`src/common/apl_consts.svh`:
```
/*
  register offsets, field positions, reset values, error codes and timing figures
  of the axis protection and latch block; assumes a 125 MHz system clock
*/
`ifndef APL_CONSTS_SVH
`define APL_CONSTS_SVH

// byte addresses on the register bus
`define APL_OFS_CTRL     8'h00
`define APL_OFS_SWUP     8'h04
`define APL_OFS_SWLO     8'h08
`define APL_OFS_TOL      8'h0c
`define APL_OFS_WSTART   8'h10
`define APL_OFS_WEND     8'h14
`define APL_OFS_MON      8'h18
`define APL_OFS_STATUS   8'h1c
`define APL_OFS_LPOS     8'h20

// control register: configuration bits, then write-one command bits
`define APL_CTL_TRK_LVL  0
`define APL_CTL_SPD_DET  1
`define APL_CTL_PRB_SEL  2
`define APL_CTL_WIN_EN   3
`define APL_CTL_PDO_OK   4
`define APL_CTL_LATCH    8
`define APL_CTL_CANCEL   9
`define APL_CTL_ERST     10

`define APL_CTRL_RST     8'h00
`define APL_SWUP_RST     32'h7fffffff
`define APL_SWLO_RST     32'h80000000
`define APL_TOL_RST      32'h00000000
`define APL_MON_RST      10'h064
`define APL_MON_MIN      10'h001
`define APL_MON_MAX      10'h3e8

`define APL_ERR_HWUP     16'h1200
`define APL_ERR_HWLO     16'h1201
`define APL_ERR_TRK_ALM  16'h101c
`define APL_ERR_TRK_WRN  16'h101d
`define APL_ERR_NO_PDO   16'h10e0

`define APL_CLK_NS       8
`define APL_MS_NS        1000000

`endif

```
`src/common/apl_pkg.sv`:
```
/*
  types shared by the axis protection and latch block;
  assumes apl_consts.svh for all numbers
*/
package apl_pkg;

    typedef enum logic [1:0] {
        RM_IDLE,
        RM_RUN,
        RM_EXPIRED
    } apl_rmon_t;

    // status flags, msb first as they appear in the status word
    typedef struct packed {
        logic hw_up;
        logic hw_lo;
        logic sw_out;
        logic dev_warn;
        logic dev_alarm;
        logic armed;
        logic done;
        logic cancelled;
        logic rst_busy;
        logic rst_timeout;
    } apl_flags_t;

endpackage : apl_pkg

```
`src/apl_axis_guard.sv`:
```
/*
  axis supervision: hardware and software stroke limits, tracking deviation,
  touch-probe latch with window, drive error reset monitor, avalon-mm slave.
  assumes positions and operation strobes come from the motion core on clk_sys_i;
  limit, probe and drive error levels arrive from the drive link, unsynchronised.
*/
// The Avalon-MM interface to the registers and the register addresses were decided locally.
`timescale 1ns/1ps
`include "apl_consts.svh"
module apl_axis_guard #(
    parameter int unsigned MS_CYCLES   = `APL_MS_NS / `APL_CLK_NS,
    parameter logic [15:0] SW_ERR_CODE = 16'h0001
) (
    input  wire logic        clk_sys_i,
    input  wire logic        arst_n_i,
    // avalon-mm slave
    input  wire logic [7:0]  avs_address_i,
    input  wire logic        avs_read_i,
    input  wire logic        avs_write_i,
    input  wire logic [31:0] avs_writedata_i,
    input  wire logic [3:0]  avs_byteenable_i,
    output logic      [31:0] avs_readdata_o,
    output logic             avs_waitrequest_o,
    // motion core, same clock
    input  wire logic [31:0] actual_pos_i,
    input  wire logic [31:0] target_pos_i,
    input  wire logic        pos_op_i,
    input  wire logic        speed_ctl_i,
    input  wire logic        homing_i,
    input  wire logic        torque_ctl_i,
    input  wire logic        rotary_i,
    input  wire logic        op_req_i,
    input  wire logic        op_jog_i,
    input  wire logic        op_dir_neg_i,
    // drive link levels, asynchronous
    input  wire logic        hw_upper_i,
    input  wire logic        hw_lower_i,
    input  wire logic        probe1_i,
    input  wire logic        probe2_i,
    input  wire logic        drive_err_i,
    // results
    output logic             motion_abort_o,
    output logic             sudden_stop_o,
    output logic             op_reject_o,
    output logic             drive_err_reset_o,
    output logic             deviation_warning_flag_o,
    output logic             deviation_alarm_flag_o,
    output logic      [15:0] error_code_out_o
);
    logic [7:0]  ctrl_q;
    logic [31:0] up_q, lo_q, tol_q, ws_q, we_q, lpos_q;
    logic [9:0]  mon_q, mcnt_q;
    logic [15:0] code_q;
    logic        wait_q, sel_q;
    apl_pkg::apl_flags_t fl_q, fl_d;
    apl_pkg::apl_rmon_t  rm_q;

    // synchronised pins: 0 upper, 1 lower, 2 drive error
    logic [2:0] lv, rs;
    logic [1:0] prs;
    logic       ms_tick;

    apl_sync_edge #(.W(3)) u_sync_lim (
        .clk_sys_i (clk_sys_i),
        .arst_n_i  (arst_n_i),
        .d_i       ({drive_err_i, hw_lower_i, hw_upper_i}),
        .lvl_o     (lv),
        .rise_o    (rs)
    );

    apl_sync_edge #(.W(2)) u_sync_prb (
        .clk_sys_i (clk_sys_i),
        .arst_n_i  (arst_n_i),
        .d_i       ({probe2_i, probe1_i}),
        .lvl_o     (),
        .rise_o    (prs)
    );

    // bus: waitrequest drops for one cycle, the request is taken at that edge
    wire req    = avs_read_i | avs_write_i;
    wire wr     = avs_write_i & ~wait_q;
    assign avs_waitrequest_o = wait_q;
    wire s_ctrl = avs_address_i == `APL_OFS_CTRL;
    wire s_up   = avs_address_i == `APL_OFS_SWUP;
    wire s_lo   = avs_address_i == `APL_OFS_SWLO;
    wire s_tol  = avs_address_i == `APL_OFS_TOL;
    wire s_ws   = avs_address_i == `APL_OFS_WSTART;
    wire s_we   = avs_address_i == `APL_OFS_WEND;
    wire s_mon  = avs_address_i == `APL_OFS_MON;
    wire s_st   = avs_address_i == `APL_OFS_STATUS;
    wire s_lp   = avs_address_i == `APL_OFS_LPOS;

    function automatic logic [31:0] merge(input logic [31:0] old);
        for (int i = 0; i < 4; i++) begin
            merge[i*8 +: 8] = avs_byteenable_i[i] ? avs_writedata_i[i*8 +: 8] : old[i*8 +: 8];
        end
    endfunction : merge

    wire        cmd_hit    = wr & s_ctrl & avs_byteenable_i[1];
    wire        cmd_latch  = cmd_hit & avs_writedata_i[`APL_CTL_LATCH];
    wire        cmd_cancel = cmd_hit & avs_writedata_i[`APL_CTL_CANCEL];
    wire        cmd_erst   = cmd_hit & avs_writedata_i[`APL_CTL_ERST];
    wire [7:0]  ctrl_w     = (wr & s_ctrl & avs_byteenable_i[0]) ? avs_writedata_i[7:0] : ctrl_q;
    wire [31:0] mon_w      = merge({22'h0, mon_q});
    // out-of-range monitor times are clamped, never stored
    wire [9:0]  mon_d      = (mon_w == 32'h0) ? `APL_MON_MIN :
                             (mon_w > {22'h0, `APL_MON_MAX}) ? `APL_MON_MAX : mon_w[9:0];
    wire [31:0] rd_mux     = s_ctrl ? {24'h0, ctrl_q} :
                             s_up   ? up_q :
                             s_lo   ? lo_q :
                             s_tol  ? tol_q :
                             s_ws   ? ws_q :
                             s_we   ? we_q :
                             s_mon  ? {22'h0, mon_q} :
                             s_st   ? {code_q, 6'h0, fl_q} :
                             s_lp   ? lpos_q : 32'h0;

    // software stroke limits
    wire        sw_dflt = up_q == `APL_SWUP_RST && lo_q == `APL_SWLO_RST;
    wire        sw_chk  = !sw_dflt && up_q != lo_q
                          && !(speed_ctl_i && !ctrl_q[`APL_CTL_SPD_DET]);
    wire        sw_out  = sw_chk && ($signed(actual_pos_i) > $signed(up_q)
                          || $signed(actual_pos_i) < $signed(lo_q));
    wire        sw_rise = sw_out & ~fl_q.sw_out;

    // tracking deviation, 33 bits so the difference cannot wrap
    wire signed [32:0] dv   = {actual_pos_i[31], actual_pos_i} - {target_pos_i[31], target_pos_i};
    wire        [32:0] dabs = dv[32] ? 33'(-dv) : 33'(dv);
    wire        trk_on  = pos_op_i && tol_q != 32'h0 && !homing_i && !torque_ctl_i;
    wire        trk_hit = trk_on && dabs > {1'b0, tol_q};
    wire        lvl_alm = ctrl_q[`APL_CTL_TRK_LVL];

    // latch window; a reversed window only means something on a rotary axis
    wire ws_le   = $signed(ws_q) <= $signed(we_q);
    wire in_lin  = $signed(actual_pos_i) >= $signed(ws_q) && $signed(actual_pos_i) <= $signed(we_q);
    wire in_wrap = $signed(actual_pos_i) >= $signed(ws_q) || $signed(actual_pos_i) <= $signed(we_q);
    wire in_win  = !ctrl_q[`APL_CTL_WIN_EN] || (ws_le ? in_lin : rotary_i && in_wrap);
    wire p_edge  = sel_q ? prs[1] : prs[0];
    wire cap     = fl_q.armed && p_edge && in_win;
    wire pdo_ok  = ctrl_w[`APL_CTL_PDO_OK];
    wire lat_ok  = cmd_latch & pdo_ok;
    wire can_hit = cmd_cancel & fl_q.armed & (sel_q == ctrl_w[`APL_CTL_PRB_SEL]);

    // operation gate
    wire hw_bad = (fl_q.hw_up && !(op_jog_i && op_dir_neg_i))
                  || (fl_q.hw_lo && !(op_jog_i && !op_dir_neg_i));
    wire rej    = op_req_i && (hw_bad || (fl_q.sw_out && !op_jog_i));

    // most severe event of this cycle owns the code; an event beats the clearing reset
    wire [15:0] code_d = rs[0] ? `APL_ERR_HWUP :
                         rs[1] ? `APL_ERR_HWLO :
                         (trk_hit && lvl_alm) ? `APL_ERR_TRK_ALM :
                         trk_hit ? `APL_ERR_TRK_WRN :
                         (cmd_latch && !pdo_ok) ? `APL_ERR_NO_PDO :
                         sw_rise ? SW_ERR_CODE :
                         cmd_erst ? 16'h0 : code_q;

    // limit flags hold until the switch is released, i.e. the jog is back inside
    assign fl_d.hw_up       = rs[0] | (fl_q.hw_up & lv[0]);
    assign fl_d.hw_lo       = rs[1] | (fl_q.hw_lo & lv[1]);
    assign fl_d.sw_out      = sw_out;
    assign fl_d.dev_warn    = (trk_hit & ~lvl_alm) | (fl_q.dev_warn & ~cmd_erst);
    assign fl_d.dev_alarm   = (trk_hit & lvl_alm) | (fl_q.dev_alarm & ~cmd_erst);
    assign fl_d.armed       = lat_ok | (fl_q.armed & ~cap & ~can_hit);
    assign fl_d.done        = cap | (fl_q.done & ~lat_ok);
    assign fl_d.cancelled   = can_hit | (fl_q.cancelled & ~lat_ok);
    assign fl_d.rst_busy    = rm_q == apl_pkg::RM_RUN;
    assign fl_d.rst_timeout = rm_q == apl_pkg::RM_EXPIRED;

    apl_tick_div #(.DIV(MS_CYCLES)) u_ms (
        .clk_sys_i (clk_sys_i),
        .arst_n_i  (arst_n_i),
        .clr_i     (cmd_erst),
        .tick_o    (ms_tick)
    );

    always_ff @(posedge clk_sys_i or negedge arst_n_i) begin
        if (!arst_n_i) begin
            wait_q         <= 1'b1;
            avs_readdata_o <= 32'h0;
        end else begin
            wait_q         <= ~(req & wait_q);
            avs_readdata_o <= (avs_read_i && wait_q) ? rd_mux : avs_readdata_o;
        end
    end

    always_ff @(posedge clk_sys_i or negedge arst_n_i) begin
        if (!arst_n_i) begin
            ctrl_q <= `APL_CTRL_RST;
            up_q   <= `APL_SWUP_RST;
            lo_q   <= `APL_SWLO_RST;
            tol_q  <= `APL_TOL_RST;
            ws_q   <= 32'h0;
            we_q   <= 32'h0;
            mon_q  <= `APL_MON_RST;
        end else if (wr) begin
            if (s_ctrl && avs_byteenable_i[0]) ctrl_q <= avs_writedata_i[7:0];
            if (s_up)  up_q  <= merge(up_q);
            if (s_lo)  lo_q  <= merge(lo_q);
            if (s_tol) tol_q <= merge(tol_q);
            if (s_ws)  ws_q  <= merge(ws_q);
            if (s_we)  we_q  <= merge(we_q);
            if (s_mon) mon_q <= mon_d;
        end
    end

    always_ff @(posedge clk_sys_i or negedge arst_n_i) begin
        if (!arst_n_i) begin
            fl_q   <= '0;
            code_q <= 16'h0;
            sel_q  <= 1'b0;
            lpos_q <= 32'h0;
        end else begin
            fl_q   <= fl_d;
            code_q <= code_d;
            sel_q  <= lat_ok ? ctrl_w[`APL_CTL_PRB_SEL] : sel_q;
            lpos_q <= cap ? actual_pos_i : lpos_q;
        end
    end

    always_ff @(posedge clk_sys_i or negedge arst_n_i) begin
        if (!arst_n_i) begin
            motion_abort_o           <= 1'b0;
            sudden_stop_o            <= 1'b0;
            op_reject_o              <= 1'b0;
            deviation_warning_flag_o <= 1'b0;
            deviation_alarm_flag_o   <= 1'b0;
            error_code_out_o         <= 16'h0;
        end else begin
            motion_abort_o           <= rs[0] | rs[1];
            sudden_stop_o            <= trk_hit & lvl_alm;
            op_reject_o              <= rej;
            deviation_warning_flag_o <= fl_d.dev_warn;
            deviation_alarm_flag_o   <= fl_d.dev_alarm;
            error_code_out_o         <= code_d;
        end
    end

    // reset monitor; the drive error level is re-read each cycle so a cleared
    // error stops the repeated reset without waiting for the next ms tick
    always_ff @(posedge clk_sys_i or negedge arst_n_i) begin
        if (!arst_n_i) begin
            rm_q              <= apl_pkg::RM_IDLE;
            mcnt_q            <= 10'h0;
            drive_err_reset_o <= 1'b0;
        end else if (cmd_erst) begin
            rm_q              <= apl_pkg::RM_RUN;
            mcnt_q            <= mon_q;
            drive_err_reset_o <= lv[2];
        end else begin
            case (rm_q)
                apl_pkg::RM_RUN: begin
                    if (!lv[2]) begin
                        rm_q              <= apl_pkg::RM_IDLE;
                        drive_err_reset_o <= 1'b0;
                    end else if (ms_tick && mcnt_q == 10'h1) begin
                        rm_q              <= apl_pkg::RM_EXPIRED;
                        drive_err_reset_o <= 1'b0;
                    end else begin
                        mcnt_q            <= ms_tick ? mcnt_q - 10'h1 : mcnt_q;
                        drive_err_reset_o <= 1'b1;
                    end
                end
                default: begin
                    drive_err_reset_o <= 1'b0;
                end
            endcase
        end
    end
endmodule : apl_axis_guard

```
`src/apl_sync_edge.sv`:
```
/*
  two-flop synchroniser with rising-edge detect for a group of pins;
  assumes pins are asynchronous to clk_sys_i
*/
`timescale 1ns/1ps
module apl_sync_edge #(
    parameter int W = 1
) (
    input  wire logic         clk_sys_i,
    input  wire logic         arst_n_i,
    input  wire logic [W-1:0] d_i,
    output logic      [W-1:0] lvl_o,
    output logic      [W-1:0] rise_o
);
    logic [W-1:0] s1_q, s2_q, s3_q;

    always_ff @(posedge clk_sys_i or negedge arst_n_i) begin
        if (!arst_n_i) begin
            s1_q <= '0;
            s2_q <= '0;
            s3_q <= '0;
        end else begin
            s1_q <= d_i;
            s2_q <= s1_q;
            s3_q <= s2_q;
        end
    end

    assign lvl_o  = s2_q;
    assign rise_o = s2_q & ~s3_q;
endmodule : apl_sync_edge

```
`src/apl_tick_div.sv`:
```
/*
  divider giving a one-cycle enable every DIV clocks, restartable;
  assumes DIV of at least 2
*/
`timescale 1ns/1ps
module apl_tick_div #(
    parameter int unsigned DIV = 2
) (
    input  wire logic clk_sys_i,
    input  wire logic arst_n_i,
    input  wire logic clr_i,
    output logic      tick_o
);
    localparam int W = $clog2(DIV);
    logic [W-1:0] cnt_q;
    wire          last = cnt_q == W'(DIV - 1);

    always_ff @(posedge clk_sys_i or negedge arst_n_i) begin
        if (!arst_n_i) begin
            cnt_q  <= '0;
            tick_o <= 1'b0;
        end else begin
            cnt_q  <= (clr_i || last) ? '0 : cnt_q + W'(1);
            tick_o <= !clr_i && last;
        end
    end
endmodule : apl_tick_div

```
`config.mk`:
```
export PLATFORM = sky130hd
export DESIGN_NAME = apl_axis_guard
export DESIGN_NICKNAME = d
export VERILOG_FILES = /design/src/common/apl_pkg.sv /design/src/apl_axis_guard.sv /design/src/apl_sync_edge.sv /design/src/apl_tick_div.sv
export VERILOG_INCLUDE_DIRS = /design/src /design/src/common
export SDC_FILE = /design/constraint.sdc
export NUM_CORES = 1
export LEC_CHECK = 0
export BUFFER_PORTS_ARGS = -buffer_cell sky130_fd_sc_hd__buf_2
export CAP_MARGIN = 20
export CORE_MARGIN = 4
export CORE_UTILIZATION = 30
export CTS_BUF_LIST = sky130_fd_sc_hd__clkbuf_16
export CTS_CLUSTER_SIZE = 10
export DETAILED_ROUTE_END_ITERATION = 6
export PLACE_DENSITY = 0.53
export SYNTH_ARGS = -nofsm -noshare
export SYNTH_HDL_FRONTEND = slang
export SYNTH_SLANG_ARGS = --single-unit
```
`constraint.sdc`:
```
create_clock -name clk_sys_i -period 8.5 [get_ports clk_sys_i]
set_input_delay 2.125 -clock clk_sys_i [delete_from_list [all_inputs] [get_ports clk_sys_i]]
set_output_delay 2.125 -clock clk_sys_i [all_outputs]
set_load 0.005 [all_outputs]
```
Word level (Yosys, flattened, before mapping) --
Cells that the tools add are included.
Storage, ports and cells: register bits after elaboration 318, output and inout port bits 55
Cells by class: add/sub/neg operators 4, order comparisons 7, equal/unequal tests 18, muxes and demuxes 40, bitwise gates (word level) 43, reduce and logical (&&, ||, !) cells 74
Operators by type and width (count):
- $mux 32 | 9
- $mux 16 | 7
- $mux 10 | 7
- $le 32x32->1 | 2
- $reduce_and 3->1 | 20
- $gt 33x32->1 | 1
- $mux 33 | 1
- $neg 33->33 | 1
- $sub 32x32->33 | 1
- $eq 32x31->1 const B | 1
- $eq 32x32->1 const B | 1
- $eq 8x5->1 const B | 4
- $ge 32x32->1 | 1
- $gt 32x10->1 const B | 1
- $gt 32x32->1 | 1
- $logic_not 32->1 | 1
- $lt 32x32->1 | 1
- $mux 8 | 4
- $ne 32x32->1 | 1
- $reduce_bool 32->1 | 1
- $logic_and 1x1->1 | 25
- $and 1x1->1 | 22
- $add 17x1->17 const B | 1
- $eq 17x17->1 const B | 1
- other kinds (25) | 71

Depth between registers and ports, before layout --
depth in word-level cells 13, depth in mapped cells 25, mapped depth without buffers 24

Cells and area by module --
A second synthesis with hierarchy kept.
Unflattened totals: cell total of the unflattened synthesis 2449, area, all modules 22001.1 um2
By module, submodules not included:
- apl_axis_guard | times used 1, cells each 2339, area an instance 20667.3 um2, sequential area each 6926.6 um2
- apl_tick_div | times used 1, cells each 90, area an instance 889.6 um2, sequential area each 450.4 um2
- apl_sync_edge (u_sync_lim) | times used 1, cells each 12, area an instance 266.5 um2, sequential area each 225.2 um2
- apl_sync_edge (u_sync_prb) | times used 1, cells each 8, area an instance 177.7 um2, sequential area each 150.1 um2

Least setup slack after synthesis --
Ideal clock, no wire load.
kind input to register, start point in actual_pos_i[0], end point reg error_code_out_o[12], setup time 0.124 ns, arrival time 6.473 ns, required time 8.376 ns, slack 1.903 ns, stages on the path 23, path buffers 0, cell sequence inv_1 ha_1 fa_1 nor2b_1 o22a_1 xnor2_2 a32oi_1 or2_1 nor4_4 nand3_2 nor4_4 nor2_1 xor2_1 ha_1 a21o_1 a21o_1 a21oi_1 nor2b_1 o21ai_0 o311a_1 a21oi_1 a211o_1 a211o_1
Between the ends: cells in the longest elaborated chain, start to end 10
RTL lines:
- from (decl) | line apl_axis_guard.sv:25 | input wire logic [31:0] actual_pos_i,
- branches (longest 10 deep; another with $sub 32x32->33)
- to (signal assigned) | line apl_axis_guard.sv:235 | error_code_out_o <= code_d;
- to (decl) | line apl_axis_guard.sv:48 | output logic [15:0] error_code_out_o
Several ways; the timed one is not identified. A chain may end at the register's enable or synchronous reset.

Worst setup path in the final report --
Same ends and word-level chain as after synthesis.

==> flow_summary.json <==
{
  "root_buffer": "clkbuf_16",
  "p_sw_uw": 1210,
  "clockBufferDepth": 3,
  "combinationalPowerShare": 0.210,
  "synthCells": 2316,
  "cp_max_fo": 5,
  "rsz0062_at_grt": "false",
  "hp-class": "flip-flop to flip-flop",
  "crit_type": "input port to flip-flop",
  "swShare": 0.308,
  "drcViolationCount": 0,
  "min_delay_path_depth": 0,
  "grt_start_max_net_pins": 172,
  "cp-start-kind": "input port",
  "die_h_um": 278,
  "clock_skew_ns": 0.0211,
  "clkPwrFrac": 0.393,
  "fin_crit_sh": 0.829,
  "io_pins": 180,
  "nNetsFinal": 2819,
  "synthMostInstantiatedCell": "dfrtp_1",
  "antenna_found_initial": 12,
  "yosysSeqAreaShare": 0.354,
  "power_per_cell_area_nw_per_um2": 158,
  "portBuffers": 172,
  "num_vias": 18747,
  "fill_cells": 7409,
  "cts_tree": "built",
  "clkSinkCount": 307,
  "htree_levels": 2,
  "synth_top_cell_by_area": "dfrtp_1",
  "synth_area_um2": 21800,
  "fin_util": 0.347,
  "grt_pass1_vias": 19195,
  "core_area_um2": 71700,
  "netlist_top_cells_area": "dfrtp_1 (31%), ha_1 (13%), mux2_2 (11%)",
  "holdWs_ns": 0.351,
  "final.setup.tns_ns": 0,
  "cts_made_buffers": 39,
  "cts.repair.resized": 0,
  "post_cts.repair.setup_buffers": 0,
  "p_int_uw": 2720,
  "synth_edf_count": 0,
  "drive_gt1_frac": 0.210,
  "routed_wl_um": 82300,
  "total_power_uw": 3930,
  "p_leak_uw": 0.0112,
  "layout_min_cycle_time_ns": 7.05,
  "ctsHoldBuffers": 0,
  "final-hold-violation-count": 0,
  "clk_latency_ns": 0.56,
  "grt_pass1_wl_um": 124000,
  "worst_pin_slew_ns": 1.09,
  "route.detailed.vias_per_inst": 5.44,
  "slew_viol_final": 0,
  "path_clk_slew_ns": 0.06,
  "wire_per_inst_um": 23.9,
  "initial_core_util": 0.304,
  "required_ns": 8.93,
  "yosys.area.top_type_share": 0.311,
  "die_area_um2": 77100,
  "peakVddDrop_mv": 0.120,
  "ys_types": 95,
  "outcome": "complete, no violations",
  "overflow": 0,
  "avgSynthCellArea_um2": 9.42,
  "slew_headroom": 0.276,
  "ys_warn_count": 0,
  "synth_ff_type": "dfrtp_1",
  "rr_worst_depth": 13,
  "fmax_mhz": 142,
  "area_delta_synth_final_pct": 14.0,
  "yosys-top-cells-count": "dfrtp_1 (271), ha_1 (227), inv_1 (216)",
  "drtIter0Drc": 1419,
  "seqPwrFrac": 0.397,
  "rows": 98,
  "grtUsageTotal": 0.209,
  "gp_congestion": 0.983,
  "dr.pass1.iters": 5,
  "finalSetupViolCount": 0,
  "async_reset_ff_frac": 1.00,
  "ys_ff_latch": 307,
  "worstPathArrival_ns": 7.48,
  "critical_path.endpoint_type": "flip-flop",
  "hpwl_um": 64000,
  "postRouteAntennaNets": 0,
  "cap_violations": 0,
  "chipWidth_um": 278
}
-- metal layers --
layer	wire length, um	vias up	GRT usage
met5	123	-	0
met1	36200	9356	0.271
met3	4180	146	0.0372
met4	2980	16	0.0711
met2	38800	512	0.353
li1	-	8717	-
-- final timing paths --
kind / startpoint / to / slack, ns
worst min-delay path: u_sync_prb.s1_q[1] / u_sync_prb.lvl_o[1] / 0.35
worst min register to register: u_sync_prb.s1_q[1] / u_sync_prb.lvl_o[1] / 0.35
min in group asynchronous: arst_n_i / avs_readdata_o[2] / 1.52
max in group asynchronous: arst_n_i / tol_q[24] / 5.53
worst max-delay path: actual_pos_i[0] / error_code_out_o[12] / 1.45
worst max register to register: we_q[31] / lpos_q[17] / 3.94
-- cells by family (layout without fill, tap and decap cells) --
group                    count (synthesis)  after routing  share of synthesized area
buffers and inverters                  303            477                     0.0553
flip-flops                             307            307                      0.354
other                                    1              9                   0.000172
XOR/XNOR                                91             91                     0.0369
AO/OA/AOI/OAI                          568            568                      0.174
adder cells (fa/ha/maj)                228            228                      0.131
multiplexers                           216            216                      0.111
AND/OR/NAND/NOR                        602            602                      0.137
-- power groups by stage --
stage / Clock [uW] / Combinational (uW) / Sequential (uW)
4_1_cts: 1590 / 830 / 1560
3_3_place_gp: 0 / 815 / 1590
3_5_place_dp: 0 / 824 / 1590
2_1_floorplan: 0 / 536 / 1560
6_report: 1550 / 825 / 1560
5_1_grt: 1650 / 926 / 1570
-- flip-flops by register name, summed over array words and instances (netlist names), 10 cells and up --
register / flops
avs_readdata_o: 32
lo_q: 32
lpos_q: 32
mcnt_q: 10
mon_q: 10
tol_q: 32
u_ms.cnt_q: 17
up_q: 32
we_q: 32
ws_q: 32
-- stage by stage --
step                instances  instance area, um^2  setup slack [ns]
global route             3447                24900              1.14
finish                   3448                24900              1.45
floorplan                2322                21800              1.90
global placement         3375                23700              1.01
CTS                      3446                24900              1.52
detailed placement       3375                23700             0.952
-- critical path, stage by stage --
cell and delay [ns]:
buf_2 0.12, inv_1 0.17, ha_1 0.28, fa_1 0.41, nor2b_1 0.21, o211ai_2 0.17, a21oi_2 0.31, or4_1 0.18
o311ai_2 0.19, nor4_2 0.37, nand2b_1 0.24, nor4_4 0.29, buf_4 0.22, nor2_1 0.06, xor2_1 0.15, ha_1 0.31
a21o_1 0.16, a21o_1 0.16, a21oi_1 0.14, nor2b_1 0.06, o21ai_0 0.16, o311a_1 0.19, a21oi_1 0.21, a211o_1 0.32
a211o_1 0.27
-- cell type report --
| type | instances | area (um^2) | share of cell area |
|---|---|---|---|
| antenna | 2 | 5.00 | 0.000201 |
| inverter | 216 | 811 | 0.0326 |
| sequential | 307 | 7730 | 0.311 |
| clock buffer | 41 | 1030 | 0.0413 |
| clock inverter | 30 | 151 | 0.00609 |
| tap | 950 | 1190 | 0.0478 |
| multi-input combinational | 1712 | 12900 | 0.520 |
| timing repair buffer | 190 | 1020 | 0.0410 |
-- layout by cell type, fill, tap and decap left out, types with 30 or more instances in the layout --
cell type,count
dfrtp_1,271
inv_1,239
ha_1,227
mux2_2,207
nand2_1,193
buf_2,171
o21ai_0,148
nor2_1,140
a21oi_1,108
nand4_1,56
a21o_1,55
a22oi_1,48
xnor2_1,46
xor2_1,44
clkbuf_16,41
nor4_1,39
dfstp_2,36
nand3_1,35
a221oi_1,30
Power figures use the tool's default switching activity.
